===== src/core/dar_pkg.sv =====
// Package for the amplitude, multichip sync and ramp register slice.
// Assumes one system clock domain; serial port pins are synchronised in the core.
package dar_pkg;
    // Register addresses on the serial port
    localparam int          ADDR_W     = 5;
    localparam logic [4:0]  ADDR_AMP   = 5'h09;
    localparam logic [4:0]  ADDR_SYNC  = 5'h0a;
    localparam logic [4:0]  ADDR_LIM   = 5'h0b;
    localparam logic [4:0]  ADDR_STEP  = 5'h0c;
    localparam logic [4:0]  ADDR_RATE  = 5'h0d;
    // Instruction byte layout
    localparam int          INSTR_BITS = 8;
    localparam int          INSTR_RD   = 7;
    localparam int          BITS_WORD  = 32;
    localparam int          BITS_LONG  = 64;
    // Values after reset
    localparam logic [31:0] AMP_RST    = 32'h0000_0000;
    localparam logic [31:0] SYNC_RST   = 32'h0000_0000;
    localparam logic [63:0] LIM_RST    = 64'h0;
    localparam logic [63:0] STEP_RST   = 64'h0;
    localparam logic [31:0] RATE_RST   = 32'h0000_0000;
    // Open bits of the sync register read as zero
    localparam logic [31:0] SYNC_WMASK = 32'hfefc_f8f8;
    // Amplitude register fields
    localparam int          AMP_RR_LSB = 16;
    localparam int          AMP_SF_LSB = 2;
    localparam int          AMP_SS_LSB = 0;
    localparam logic [1:0]  KEY_AUTO   = 2'h3;
    // Sync register fields
    localparam int          SYN_VD_LSB = 28;
    localparam int          SYN_RX_BIT = 27;
    localparam int          SYN_GE_BIT = 26;
    localparam int          SYN_GP_BIT = 25;
    localparam int          SYN_PS_LSB = 18;
    localparam int          SYN_OD_LSB = 11;
    localparam int          SYN_ID_LSB = 3;
    // Ramp register fields
    localparam int          HI_LSB     = 32;
    localparam int          LO_LSB     = 0;
    localparam int          RATE_N_LSB = 16;
    localparam int          RATE_P_LSB = 0;

    // Output keying settings
    typedef struct packed {
        logic [15:0] ramp_rate;
        logic [13:0] scale;
        logic [1:0]  step;
    } dar_amp_t;

    // Multichip sync settings
    typedef struct packed {
        logic [3:0] valid_delay;
        logic       rx_enable;
        logic       gen_enable;
        logic       gen_falling;
        logic [5:0] preset;
        logic [4:0] out_delay;
        logic [4:0] in_delay;
    } dar_sync_t;

    // Ramp generator settings
    typedef struct packed {
        logic [31:0] upper;
        logic [31:0] lower;
        logic [31:0] dec_step;
        logic [31:0] inc_step;
        logic [15:0] neg_rate;
        logic [15:0] pos_rate;
    } dar_ramp_t;
endpackage


===== src/core/dar_regs.sv =====
// Serially programmed register slice: amplitude scale, multichip sync, ramp limits,
// ramp steps and ramp rates, staged and applied on an update pulse.
// Assumes serial pins and the update pin arrive asynchronously and toggle much
// slower than the system clock; keying mode and ramp enable come from same-clock logic.
// Operation
// - Amplitude register 32 bits; scale factor in bits 15:2 drives amplitude.
// - Amplitude ramp rate and step size act only in keying mode 11b.
// - Sync bits 31:28 give 4-bit validation skew, reset 0000b.
// - Sync bit 27 enables sync receiver, cleared at reset.
// - Sync bit 26 enables sync generator, cleared at reset.
// - Sync bit 25 picks rising (0) or falling (1) edge alignment.
// - Sync bits 23:18 hold 6-bit preset state, reset zero.
// - Sync bits 15:11 give 5-bit generator output delay, reset zero.
// - Sync bits 7:3 give 5-bit receiver input delay, reset zero.
// - Ramp limit register 64 bits: upper in 63:32, lower in 31:0.
// - Ramp step register 64 bits: decrement 63:32, increment 31:0.
// - Limit, step and rate registers act only with ramp enable set.
// - Ramp rate register is 32 bits at address 0x0D.
// - Ramp rate holds negative interval 31:16 and positive interval 15:0.
module dar_regs
    import dar_pkg::*;
(
    input  wire logic       i_mclk,
    input  wire logic       i_resetn,
    input  wire logic       i_sclk,
    input  wire logic       i_cs_n,
    input  wire logic       i_sdio,
    input  wire logic       i_io_update,
    input  wire logic [1:0] i_keying_mode,
    input  wire logic       i_ramp_enable,
    output logic            o_sdo,
    output logic            o_sdo_oe,
    output dar_amp_t        o_amp,
    output dar_sync_t       o_sync,
    output dar_ramp_t       o_ramp
);
    typedef enum logic [0:0] {S_INSTR, S_DATA} dar_state_t;

    // Number of data bits a register takes on the serial port
    function automatic logic [6:0] reg_bits(input logic [ADDR_W-1:0] a);
        reg_bits = (a == ADDR_LIM || a == ADDR_STEP) ? 7'(BITS_LONG) : 7'(BITS_WORD);
    endfunction

    logic              sclk_m, sclk_s, sclk_q;
    logic              csn_m, csn_s;
    logic              sdio_m, sdio_s;
    logic              upd_m, upd_s, upd_q;
    logic              sclk_rise, sclk_fall, upd_rise;
    dar_state_t        state;
    logic [5:0]        cnt;
    logic [63:0]       sh;
    logic [63:0]       tx;
    logic              rd;
    logic [ADDR_W-1:0] addr;
    logic [ADDR_W-1:0] next_addr;
    logic [63:0]       next_word;
    logic              instr_done, data_done, wr_commit;
    logic [63:0]       rd_val;
    logic [31:0]       stg_amp, stg_sync, stg_rate, act_amp, act_sync, act_rate;
    logic [63:0]       stg_lim, stg_step, act_lim, act_step;

    // Two-stage synchronisers for the serial and update pins
    always_ff @(posedge i_mclk or negedge i_resetn) begin
        if (!i_resetn) begin
            sclk_m <= 1'b0;
            sclk_s <= 1'b0;
            sclk_q <= 1'b0;
            csn_m  <= 1'b1;
            csn_s  <= 1'b1;
            sdio_m <= 1'b0;
            sdio_s <= 1'b0;
            upd_m  <= 1'b0;
            upd_s  <= 1'b0;
            upd_q  <= 1'b0;
        end else begin
            sclk_m <= i_sclk;
            sclk_s <= sclk_m;
            sclk_q <= sclk_s;
            csn_m  <= i_cs_n;
            csn_s  <= csn_m;
            sdio_m <= i_sdio;
            sdio_s <= sdio_m;
            upd_m  <= i_io_update;
            upd_s  <= upd_m;
            upd_q  <= upd_s;
        end
    end

    // Edge events on the system clock
    assign sclk_rise  = sclk_s & ~sclk_q & ~csn_s;
    assign sclk_fall  = ~sclk_s & sclk_q & ~csn_s;
    assign upd_rise   = upd_s & ~upd_q;
    assign next_word  = {sh[62:0], sdio_s};
    assign next_addr  = next_word[ADDR_W-1:0];
    assign instr_done = sclk_rise && state == S_INSTR && cnt == 6'(INSTR_BITS - 1);
    assign data_done  = sclk_rise && state == S_DATA && cnt == 6'(reg_bits(addr) - 7'd1);
    assign wr_commit  = data_done && !rd;

    // Serial framing: instruction byte, then one register's data, then repeat
    always_ff @(posedge i_mclk or negedge i_resetn) begin
        if (!i_resetn) begin
            state <= S_INSTR;
            cnt   <= 6'h0;
            sh    <= 64'h0;
            rd    <= 1'b0;
            addr  <= '0;
        end else if (csn_s) begin
            state <= S_INSTR;
            cnt   <= 6'h0;
        end else if (sclk_rise) begin
            sh <= next_word;
            case (state)
                S_INSTR: begin
                    if (instr_done) begin
                        rd    <= next_word[INSTR_RD];
                        addr  <= next_addr;
                        cnt   <= 6'h0;
                        state <= S_DATA;
                    end else begin
                        cnt <= cnt + 6'h1;
                    end
                end
                S_DATA: begin
                    if (data_done) begin
                        cnt   <= 6'h0;
                        state <= S_INSTR;
                    end else begin
                        cnt <= cnt + 6'h1;
                    end
                end
                default: state <= S_INSTR;
            endcase
        end
    end

    // Readback of staged values, left aligned; unmapped reads return zero
    always_comb begin
        case (next_addr)
            ADDR_AMP:  rd_val = {stg_amp, 32'h0};
            ADDR_SYNC: rd_val = {stg_sync, 32'h0};
            ADDR_LIM:  rd_val = stg_lim;
            ADDR_STEP: rd_val = stg_step;
            ADDR_RATE: rd_val = {stg_rate, 32'h0};
            default:   rd_val = 64'h0;
        endcase
    end

    // Read shifter; MSB stands through the first data bit, later falls shift
    always_ff @(posedge i_mclk or negedge i_resetn) begin
        if (!i_resetn) begin
            tx <= 64'h0;
        end else if (instr_done) begin
            tx <= next_word[INSTR_RD] ? rd_val : 64'h0;
        end else if (sclk_fall && state == S_DATA && rd && cnt != 6'h0) begin
            tx <= {tx[62:0], 1'b0};
        end
    end

    // Serial data out driven only during a read data phase
    assign o_sdo    = tx[63];
    assign o_sdo_oe = ~csn_s && state == S_DATA && rd;

    // Staging registers written from the serial port
    always_ff @(posedge i_mclk or negedge i_resetn) begin
        if (!i_resetn) begin
            stg_amp  <= AMP_RST;
            stg_sync <= SYNC_RST;
            stg_lim  <= LIM_RST;
            stg_step <= STEP_RST;
            stg_rate <= RATE_RST;
        end else if (wr_commit) begin
            case (addr)
                ADDR_AMP:  stg_amp  <= next_word[31:0];
                ADDR_SYNC: stg_sync <= next_word[31:0] & SYNC_WMASK;
                ADDR_LIM:  stg_lim  <= next_word;
                ADDR_STEP: stg_step <= next_word;
                ADDR_RATE: stg_rate <= next_word[31:0];
                default: ;
            endcase
        end
    end

    // All staged values move to the active set on one update edge
    always_ff @(posedge i_mclk or negedge i_resetn) begin
        if (!i_resetn) begin
            act_amp  <= AMP_RST;
            act_sync <= SYNC_RST;
            act_lim  <= LIM_RST;
            act_step <= STEP_RST;
            act_rate <= RATE_RST;
        end else if (upd_rise) begin
            act_amp  <= stg_amp;
            act_sync <= stg_sync;
            act_lim  <= stg_lim;
            act_step <= stg_step;
            act_rate <= stg_rate;
        end
    end

    // Amplitude outputs; ramp rate and step held at zero outside automatic keying
    always_ff @(posedge i_mclk or negedge i_resetn) begin
        if (!i_resetn) begin
            o_amp <= '0;
        end else begin
            o_amp.scale <= act_amp[AMP_SF_LSB +: 14];
            if (i_keying_mode == KEY_AUTO) begin
                o_amp.ramp_rate <= act_amp[AMP_RR_LSB +: 16];
                o_amp.step      <= act_amp[AMP_SS_LSB +: 2];
            end else begin
                o_amp.ramp_rate <= 16'h0;
                o_amp.step      <= 2'h0;
            end
        end
    end

    // Multichip sync outputs
    always_ff @(posedge i_mclk or negedge i_resetn) begin
        if (!i_resetn) begin
            o_sync <= '0;
        end else begin
            o_sync.valid_delay <= act_sync[SYN_VD_LSB +: 4];
            o_sync.rx_enable   <= act_sync[SYN_RX_BIT];
            o_sync.gen_enable  <= act_sync[SYN_GE_BIT];
            o_sync.gen_falling <= act_sync[SYN_GP_BIT];
            o_sync.preset      <= act_sync[SYN_PS_LSB +: 6];
            o_sync.out_delay   <= act_sync[SYN_OD_LSB +: 5];
            o_sync.in_delay    <= act_sync[SYN_ID_LSB +: 5];
        end
    end

    // Ramp outputs, all zero while the ramp generator is disabled
    always_ff @(posedge i_mclk or negedge i_resetn) begin
        if (!i_resetn) begin
            o_ramp <= '0;
        end else if (!i_ramp_enable) begin
            o_ramp <= '0;
        end else begin
            o_ramp.upper    <= act_lim[HI_LSB +: 32];
            o_ramp.lower    <= act_lim[LO_LSB +: 32];
            o_ramp.dec_step <= act_step[HI_LSB +: 32];
            o_ramp.inc_step <= act_step[LO_LSB +: 32];
            o_ramp.neg_rate <= act_rate[RATE_N_LSB +: 16];
            o_ramp.pos_rate <= act_rate[RATE_P_LSB +: 16];
        end
    end
endmodule


===== config.mk =====
export PLATFORM = sky130hd
export DESIGN_NAME = dar_regs
export DESIGN_NICKNAME = d
export VERILOG_FILES = /design/src/core/dar_pkg.sv /design/src/core/dar_regs.sv
export SDC_FILE = /design/constraint.sdc
export NUM_CORES = 1
export LEC_CHECK = 0
export BUFFER_PORTS_ARGS = -buffer_cell sky130_fd_sc_hd__buf_2
export CORE_UTILIZATION = 60
export CTS_CLUSTER_DIAMETER = 120
export DETAILED_ROUTE_END_ITERATION = 7
export PLACE_DENSITY = 0.8
export SYNTH_ARGS = -nofsm -noshare
export SYNTH_HDL_FRONTEND = slang
export SYNTH_SLANG_ARGS = --single-unit
export TNS_END_PERCENT = 30

===== constraint.sdc =====
create_clock -name i_mclk -period 2.8 [get_ports i_mclk]
set_input_delay 0.28 -clock i_mclk [delete_from_list [all_inputs] [get_ports i_mclk]]
set_output_delay 0.28 -clock i_mclk [all_outputs]
set_load 0.02 [all_outputs]

# == Word level (Yosys, flattened, before mapping) ==
# Index checks and enable logic that the tools add are counted.
# classes
n_mux,18
eq_ne,13
bitwise_logic,10
addsub,2
n_reduce_logical,22
# op_table
op,n
64-bit one-hot mux with 5 select lines,1
64-bit 2-to-1 mux,3
160-bit 2-to-1 mux,1
"5-bit by 4-bit equality test with 1-bit output, second input constant",10
6-bit 2-to-1 mux,5
16-bit 2-to-1 mux,1
6-bit one-hot mux with 2 select lines,1
2-bit AND reduction,6
1-bit logical AND,10
"6-bit by 1-bit adder with 6-bit output, second input constant",1
"6-bit by 3-bit equality test with 1-bit output, second input constant",1
6-bit equality test,1
6-bit nonzero test,1
"6-bit by 1-bit subtractor with 6-bit output, second input constant",1
1-bit AND,5
1-bit inverter,5
1-bit 2-to-1 mux,4
4-bit AND reduction,1
2-bit nonzero test,2
"2-bit equality test, second input constant",1
2-bit 2-to-1 mux,1
1-bit one-hot mux with 2 select lines,1
1-bit logical NOT,1
1-bit logical OR,1
# word_totals
regBits,795
inputBits,9
output_inout_bits,217
wordCells,107

# == Longest topological paths before layout ==
# depth
word_depth,10
depth_mapped,9
depth_no_buf,6

# == Worst setup path before layout ==
# OpenSTA, ideal clock, no wires.
# synth_timing
path_kind,register to register
start,register cnt[0]
end,register stg_rate[10]
required_ns,2.675
t_arrival_ns,2.139
path_stages_with_launch,9
setup_time_ns,0.125
slack_ns,0.536
n_path_buf,2
synth_period_minus_slack_ns,2.264
cell_sequence,dfrtp_1 ha_1 and4_1 and4b_1 nand2b_2 or4b_4 buf_6 buf_6 mux2_4
# synth_between
elab_chain_cells,4
# synth_lines
element,line,source
from (decl),dar_regs.sv:50,logic [5:0] cnt;
from (signal assigned),dar_regs.sv:120,cnt <= cnt + 6'h1;
from (signal assigned),dar_regs.sv:128,cnt <= cnt + 6'h1;
6-bit equality test,dar_regs.sv:96,assign data_done = sclk_rise && state == S_DATA && cnt == 6'(reg_bits(addr) - 7'd1);
1-bit logical AND,dar_regs.sv:96,
1-bit logical AND,dar_regs.sv:97,assign wr_commit = data_done && !rd;
2-bit AND reduction (no source line),--,
to (signal assigned),dar_regs.sv:177,ADDR_RATE: stg_rate <= next_word[31:0];
to (decl),dar_regs.sv:59,"logic [31:0] stg_amp, stg_sync, stg_rate, act_amp, act_sync, act_rate;"
# No other way between the ends.
# A chain may end at the register's enable or synchronous reset.

# == Worst setup path in the final report ==
# layout_timing
start,register cnt[5]
end,register tx[27]
# layout_between
elab_chain_cells,3
word_cells_on_any_way,6
classes_between,eq/ne: 1; mux: 1; reduce/logical: 4
# layout_lines
element,line,source
6-bit by 3-bit equality test with 1-bit output or 6-bit nonzero test (tied branches),"dar_regs.sv:95, dar_regs.sv:154",
1-bit logical AND (on tied branches),"dar_regs.sv:95, dar_regs.sv:154",
64-bit 2-to-1 mux or 2-bit nonzero test (tied branches),--,
to (signal assigned),dar_regs.sv:153,tx <= next_word[INSTR_RD] ? rd_val : 64'h0;
to (signal assigned),dar_regs.sv:155,"tx <= {tx[62:0], 1'b0};"
to (decl),dar_regs.sv:52,logic [63:0] tx;
# Parallel ways exist; a longest one is shown, timed or not.

==> run_results.csv <==
group,metric,value,unit
outcome,outcome,"finished, final reports clean",
worst_setup_path,cp-end-kind,"flip-flop",
yosys,yosysTopAreaCell,"dfrtp_1",
sta,setup_viol,0,
sta,setup_tns,0,ns
worst_setup_path,worstSetupPathType,"flip-flop to flip-flop",
final_layout,multiInputGateArea,9363,sq um
drt,num_vias,17216,
yosys,synth_flop_cell,"dfrtp_1",
global_routing,antenna_found_initial,1,
worst_setup_path,worst_ep_required_time,3.27,ns
sta,skew,0.01482,ns
placed_design,portBuffers,225,
pwr,p_per_area,667.6,nW/um^2
yosys,synth_area_leaders,"dfrtp_1, mux2_2, and2_1",
sta,hold_violations,0,
sta,layout_setup_ws,0.2482,ns
clock_tree,cts_setup_buffers,0,
pwr,ir_drop,0.4853,mV
floorplanning,rows,81,
drt,routed_wl,64800,microns
yosys,synth_nets,1998,
yosys,async_reset_ff_frac,1.000,
hold_path,min-delay-path-class,"primary input to flip-flop",
clock_tree,cts.clk_slew.worst_paths,0.06,ns
sta,timing.final.crit_period,2.552,ns
sta,fmax,391.9,MHz
yosys,syn-instance-count,1987,
global_routing,grt.total_usage,0.2643,
final_layout,final_layout_size_suffix_gt1_frac,0.3967,
final_layout,fillers,3243,
final_layout,seq_area,19900,sq um
placed_design,gp_congestion,0.8111,
clock_tree,insertion_delay,0.61,ns
final_layout,area.growth.synth_to_final,15.93,%
drt,viasPerCell,5.864,
floorplanning,start_util,0.6076,
drt,drt_iter0_drc,1418,
placed_design,dp_hpwl,40850,microns
clock_tree,cts-root-buf,"clkbuf_16",
sta,period_share,0.9114,
clock_tree,cts_made_buffers,78,
yosys,yosysUniqueCellTypes,43,
clock_tree,clock_sinks,795,
global_routing,grt_pass1_wl,102000,microns
yosys,synth_top_area_frac,0.6672,
worst_setup_path,path_max_fanout,40,
floorplanning,die-area,50470,sq um
sta,relSlewSlack,0.3570,
placed_design,dp_slack,0.3652,ns
floorplanning,core,48950,sq um
sta,slew_viol_final,0,
job,drv_cap,0,
clock_tree,post_cts_resized,0,
drt,remaining_drc_errors,0,
final_layout,layout.nets,2228,
yosys,synth.avg_cell_area,14.97,sq um
yosys,yosysSeqAreaShare,0.6689,
global_routing,grt_max_degree,161,
yosys,synth-edff-count,0,
drt,wl_per_cell,22.07,microns
global_routing,grt-ovfl-total,0,
yosys,syn_area,29740,sq um
drt,ant_nets,0,
global_routing,grt_pass1_vias,18111,
drt,first_pass_iters,7,
worst_setup_path,start_kind,"flip-flop",
floorplanning,io_pins,226,
clock_tree,clock_tree.buffer_depth,3,
sta,rsz0062_at_grt,"no",
sta,worstMarginPinSlew,0.9645,ns
yosys,yosys_warnings,0,
yosys,synth_seq_cells,795,
floorplanning,die_x,224.7,microns
clock_tree,cts_htree_levels,3,
floorplanning,fp.dieH,224.7,microns
worst_setup_path,critPathArrivalTime,3.02,ns
clock_tree,cts_tree,"yes",
pwr,power.leakage,0.01842,uW
==> final timing paths <==
check | startpoint | to | slack, ns | depth (start not counted)
worst max-delay path | cnt[5]$_DFFE_PN0P_ | tx[27]$_DFFE_PN0P_ | 0.25 | 6
worst min-delay path | i_keying_mode[1] | o_amp[17]$_DFF_PN0_ | 0.06 | 2
worst max register to register | cnt[5]$_DFFE_PN0P_ | tx[27]$_DFFE_PN0P_ | 0.25 | 6
worst min register to register | sclk_m$_DFF_PN0_ | sclk_s$_DFF_PN0_ | 0.35 | 0
max in group asynchronous | i_resetn | act_lim[6]$_DFFE_PN0P_ | 1.58 | 4
min in group asynchronous | i_resetn | o_ramp[122]$_DFF_PN0_ | 0.10 | 2
==> metrics by stage <==
stage / util / instances / total power, uW / area, sq um / hold slack [ns]
global route: 0.7044 / 2935 / 23720 / 34480 / 0.06926
detailed placement: 0.6505 / 2796 / 12690 / 31840 / 0.1199
CTS: 0.7044 / 2935 / 23220 / 34480 / 0.02021
finish: 0.7044 / 2936 / 23020 / 34480 / 0.05687
floorplan: - / 1987 / 12170 / 29740 / -0.01559
global placement: 0.6505 / 2796 / 12660 / 31840 / 0.1217
==> where the power goes <==
part	leakage, uW	internal [uW]	switching [uW]
combinational	0.00607	218	541
clock	0.00127	6300	4250
sequential	0.0111	11600	161
==> timing repair <==
| item | in CTS | in global routing |
|---|---|---|
| hold buffers | 5 | 0 |
| setup endpoints to repair | 0 | 0 |
| hold endpoints to repair | 589 | 0 |
==> registers in the layout, indices dropped and copies added (netlist names), 6 cells and up <==
| register | count |
|---|---|
| act_amp | 32 |
| act_lim | 64 |
| act_rate | 32 |
| act_step | 64 |
| act_sync | 23 |
| cnt | 6 |
| o_amp | 32 |
| o_ramp | 160 |
| o_sync | 23 |
| sh | 63 |
| stg_amp | 32 |
| stg_lim | 64 |
| stg_rate | 32 |
| stg_step | 64 |
| stg_sync | 23 |
| tx | 64 |
==> area by class of cell <==
type,count,area share
multi-input combinational,1059,0.2715
antenna,1,0.00007257
timing repair buffer,277,0.05160
clock inverter,23,0.008962
sequential,795,0.5770
tap,664,0.02409
clock buffer,111,0.06611
inverter,6,0.0006531
==> cells by family (layout without fill, tap and decap cells) <==
logic type / Yosys count / count (layout) / share of synthesized area
AND/OR/NAND/NOR: 357 / 357 / 0.06672
other: 0 / 1 / 0
multiplexers: 493 / 493 / 0.1904
flip-flops: 795 / 795 / 0.6689
buffers and inverters: 133 / 417 / 0.01859
AO/OA/AOI/OAI: 204 / 204 / 0.05359
XOR/XNOR: 3 / 3 / 0.0008836
adder cells (fa/ha/maj): 2 / 2 / 0.0008412
==> cell usage in the layout (no fill, tap or decap), drive strengths merged, types with 3 or more instances in the layout <==
cell and count:
o211ai 3, and3 42, a21oi 44, inv 7, nand2b 5, dfrtp 793
nor3 3, buf 272, nor2 79, and2 161, mux2 493, clkbuf 111
bufinv 7, a22oi 24, o21ai 6, nor2b 3, a21o 9, a22o 31
a211o 23, or2 4, a221oi 31, nand2 42, dlygate4sd3 5, a222oi 32
clkinvlp 3, clkinv 12
==> cells in the mapped netlist (all sizes together) (2+ instances only) <==
library cell / count
buf: 23
a22oi: 24
a21oi: 44
nand2: 42
or2: 4
a21o: 9
and4: 2
ha: 2
nand3b: 2
nor3b: 2
inv: 6
nor3: 3
and2: 161
o21ai: 6
dfrtp: 793
nand2b: 5
nand4: 2
dfstp: 2
mux2: 493
a222oi: 32
o211ai: 3
or3b: 2
nor2: 79
xor2: 2
nor2b: 3
and3: 42
clkbuf: 104
a22o: 31
nor4b: 2
a211o: 23
a221oi: 31
==> worst max-delay path: stages, from the launching register on <==
cell      delay (ns)
dfrtp_1         0.46
nor3_1          0.31
and2_1          0.23
nand2_2         0.49
buf_4           0.45
a221oi_1        0.39
nor2_1          0.09
==> metal layers <==
| layer | up-vias | global-route usage | part of all wire |
|---|---|---|---|
| met5 | - | 0 | 0 |
| met4 | 0 | 0.1066 | 0.033 |
| met3 | 124 | 0.04180 | 0.052 |
| met2 | 586 | 0.4352 | 0.50 |
| met1 | 9030 | 0.3549 | 0.41 |
| li1 | 7476 | - | - |
Note: power is estimated with default switching activity, not from simulation.
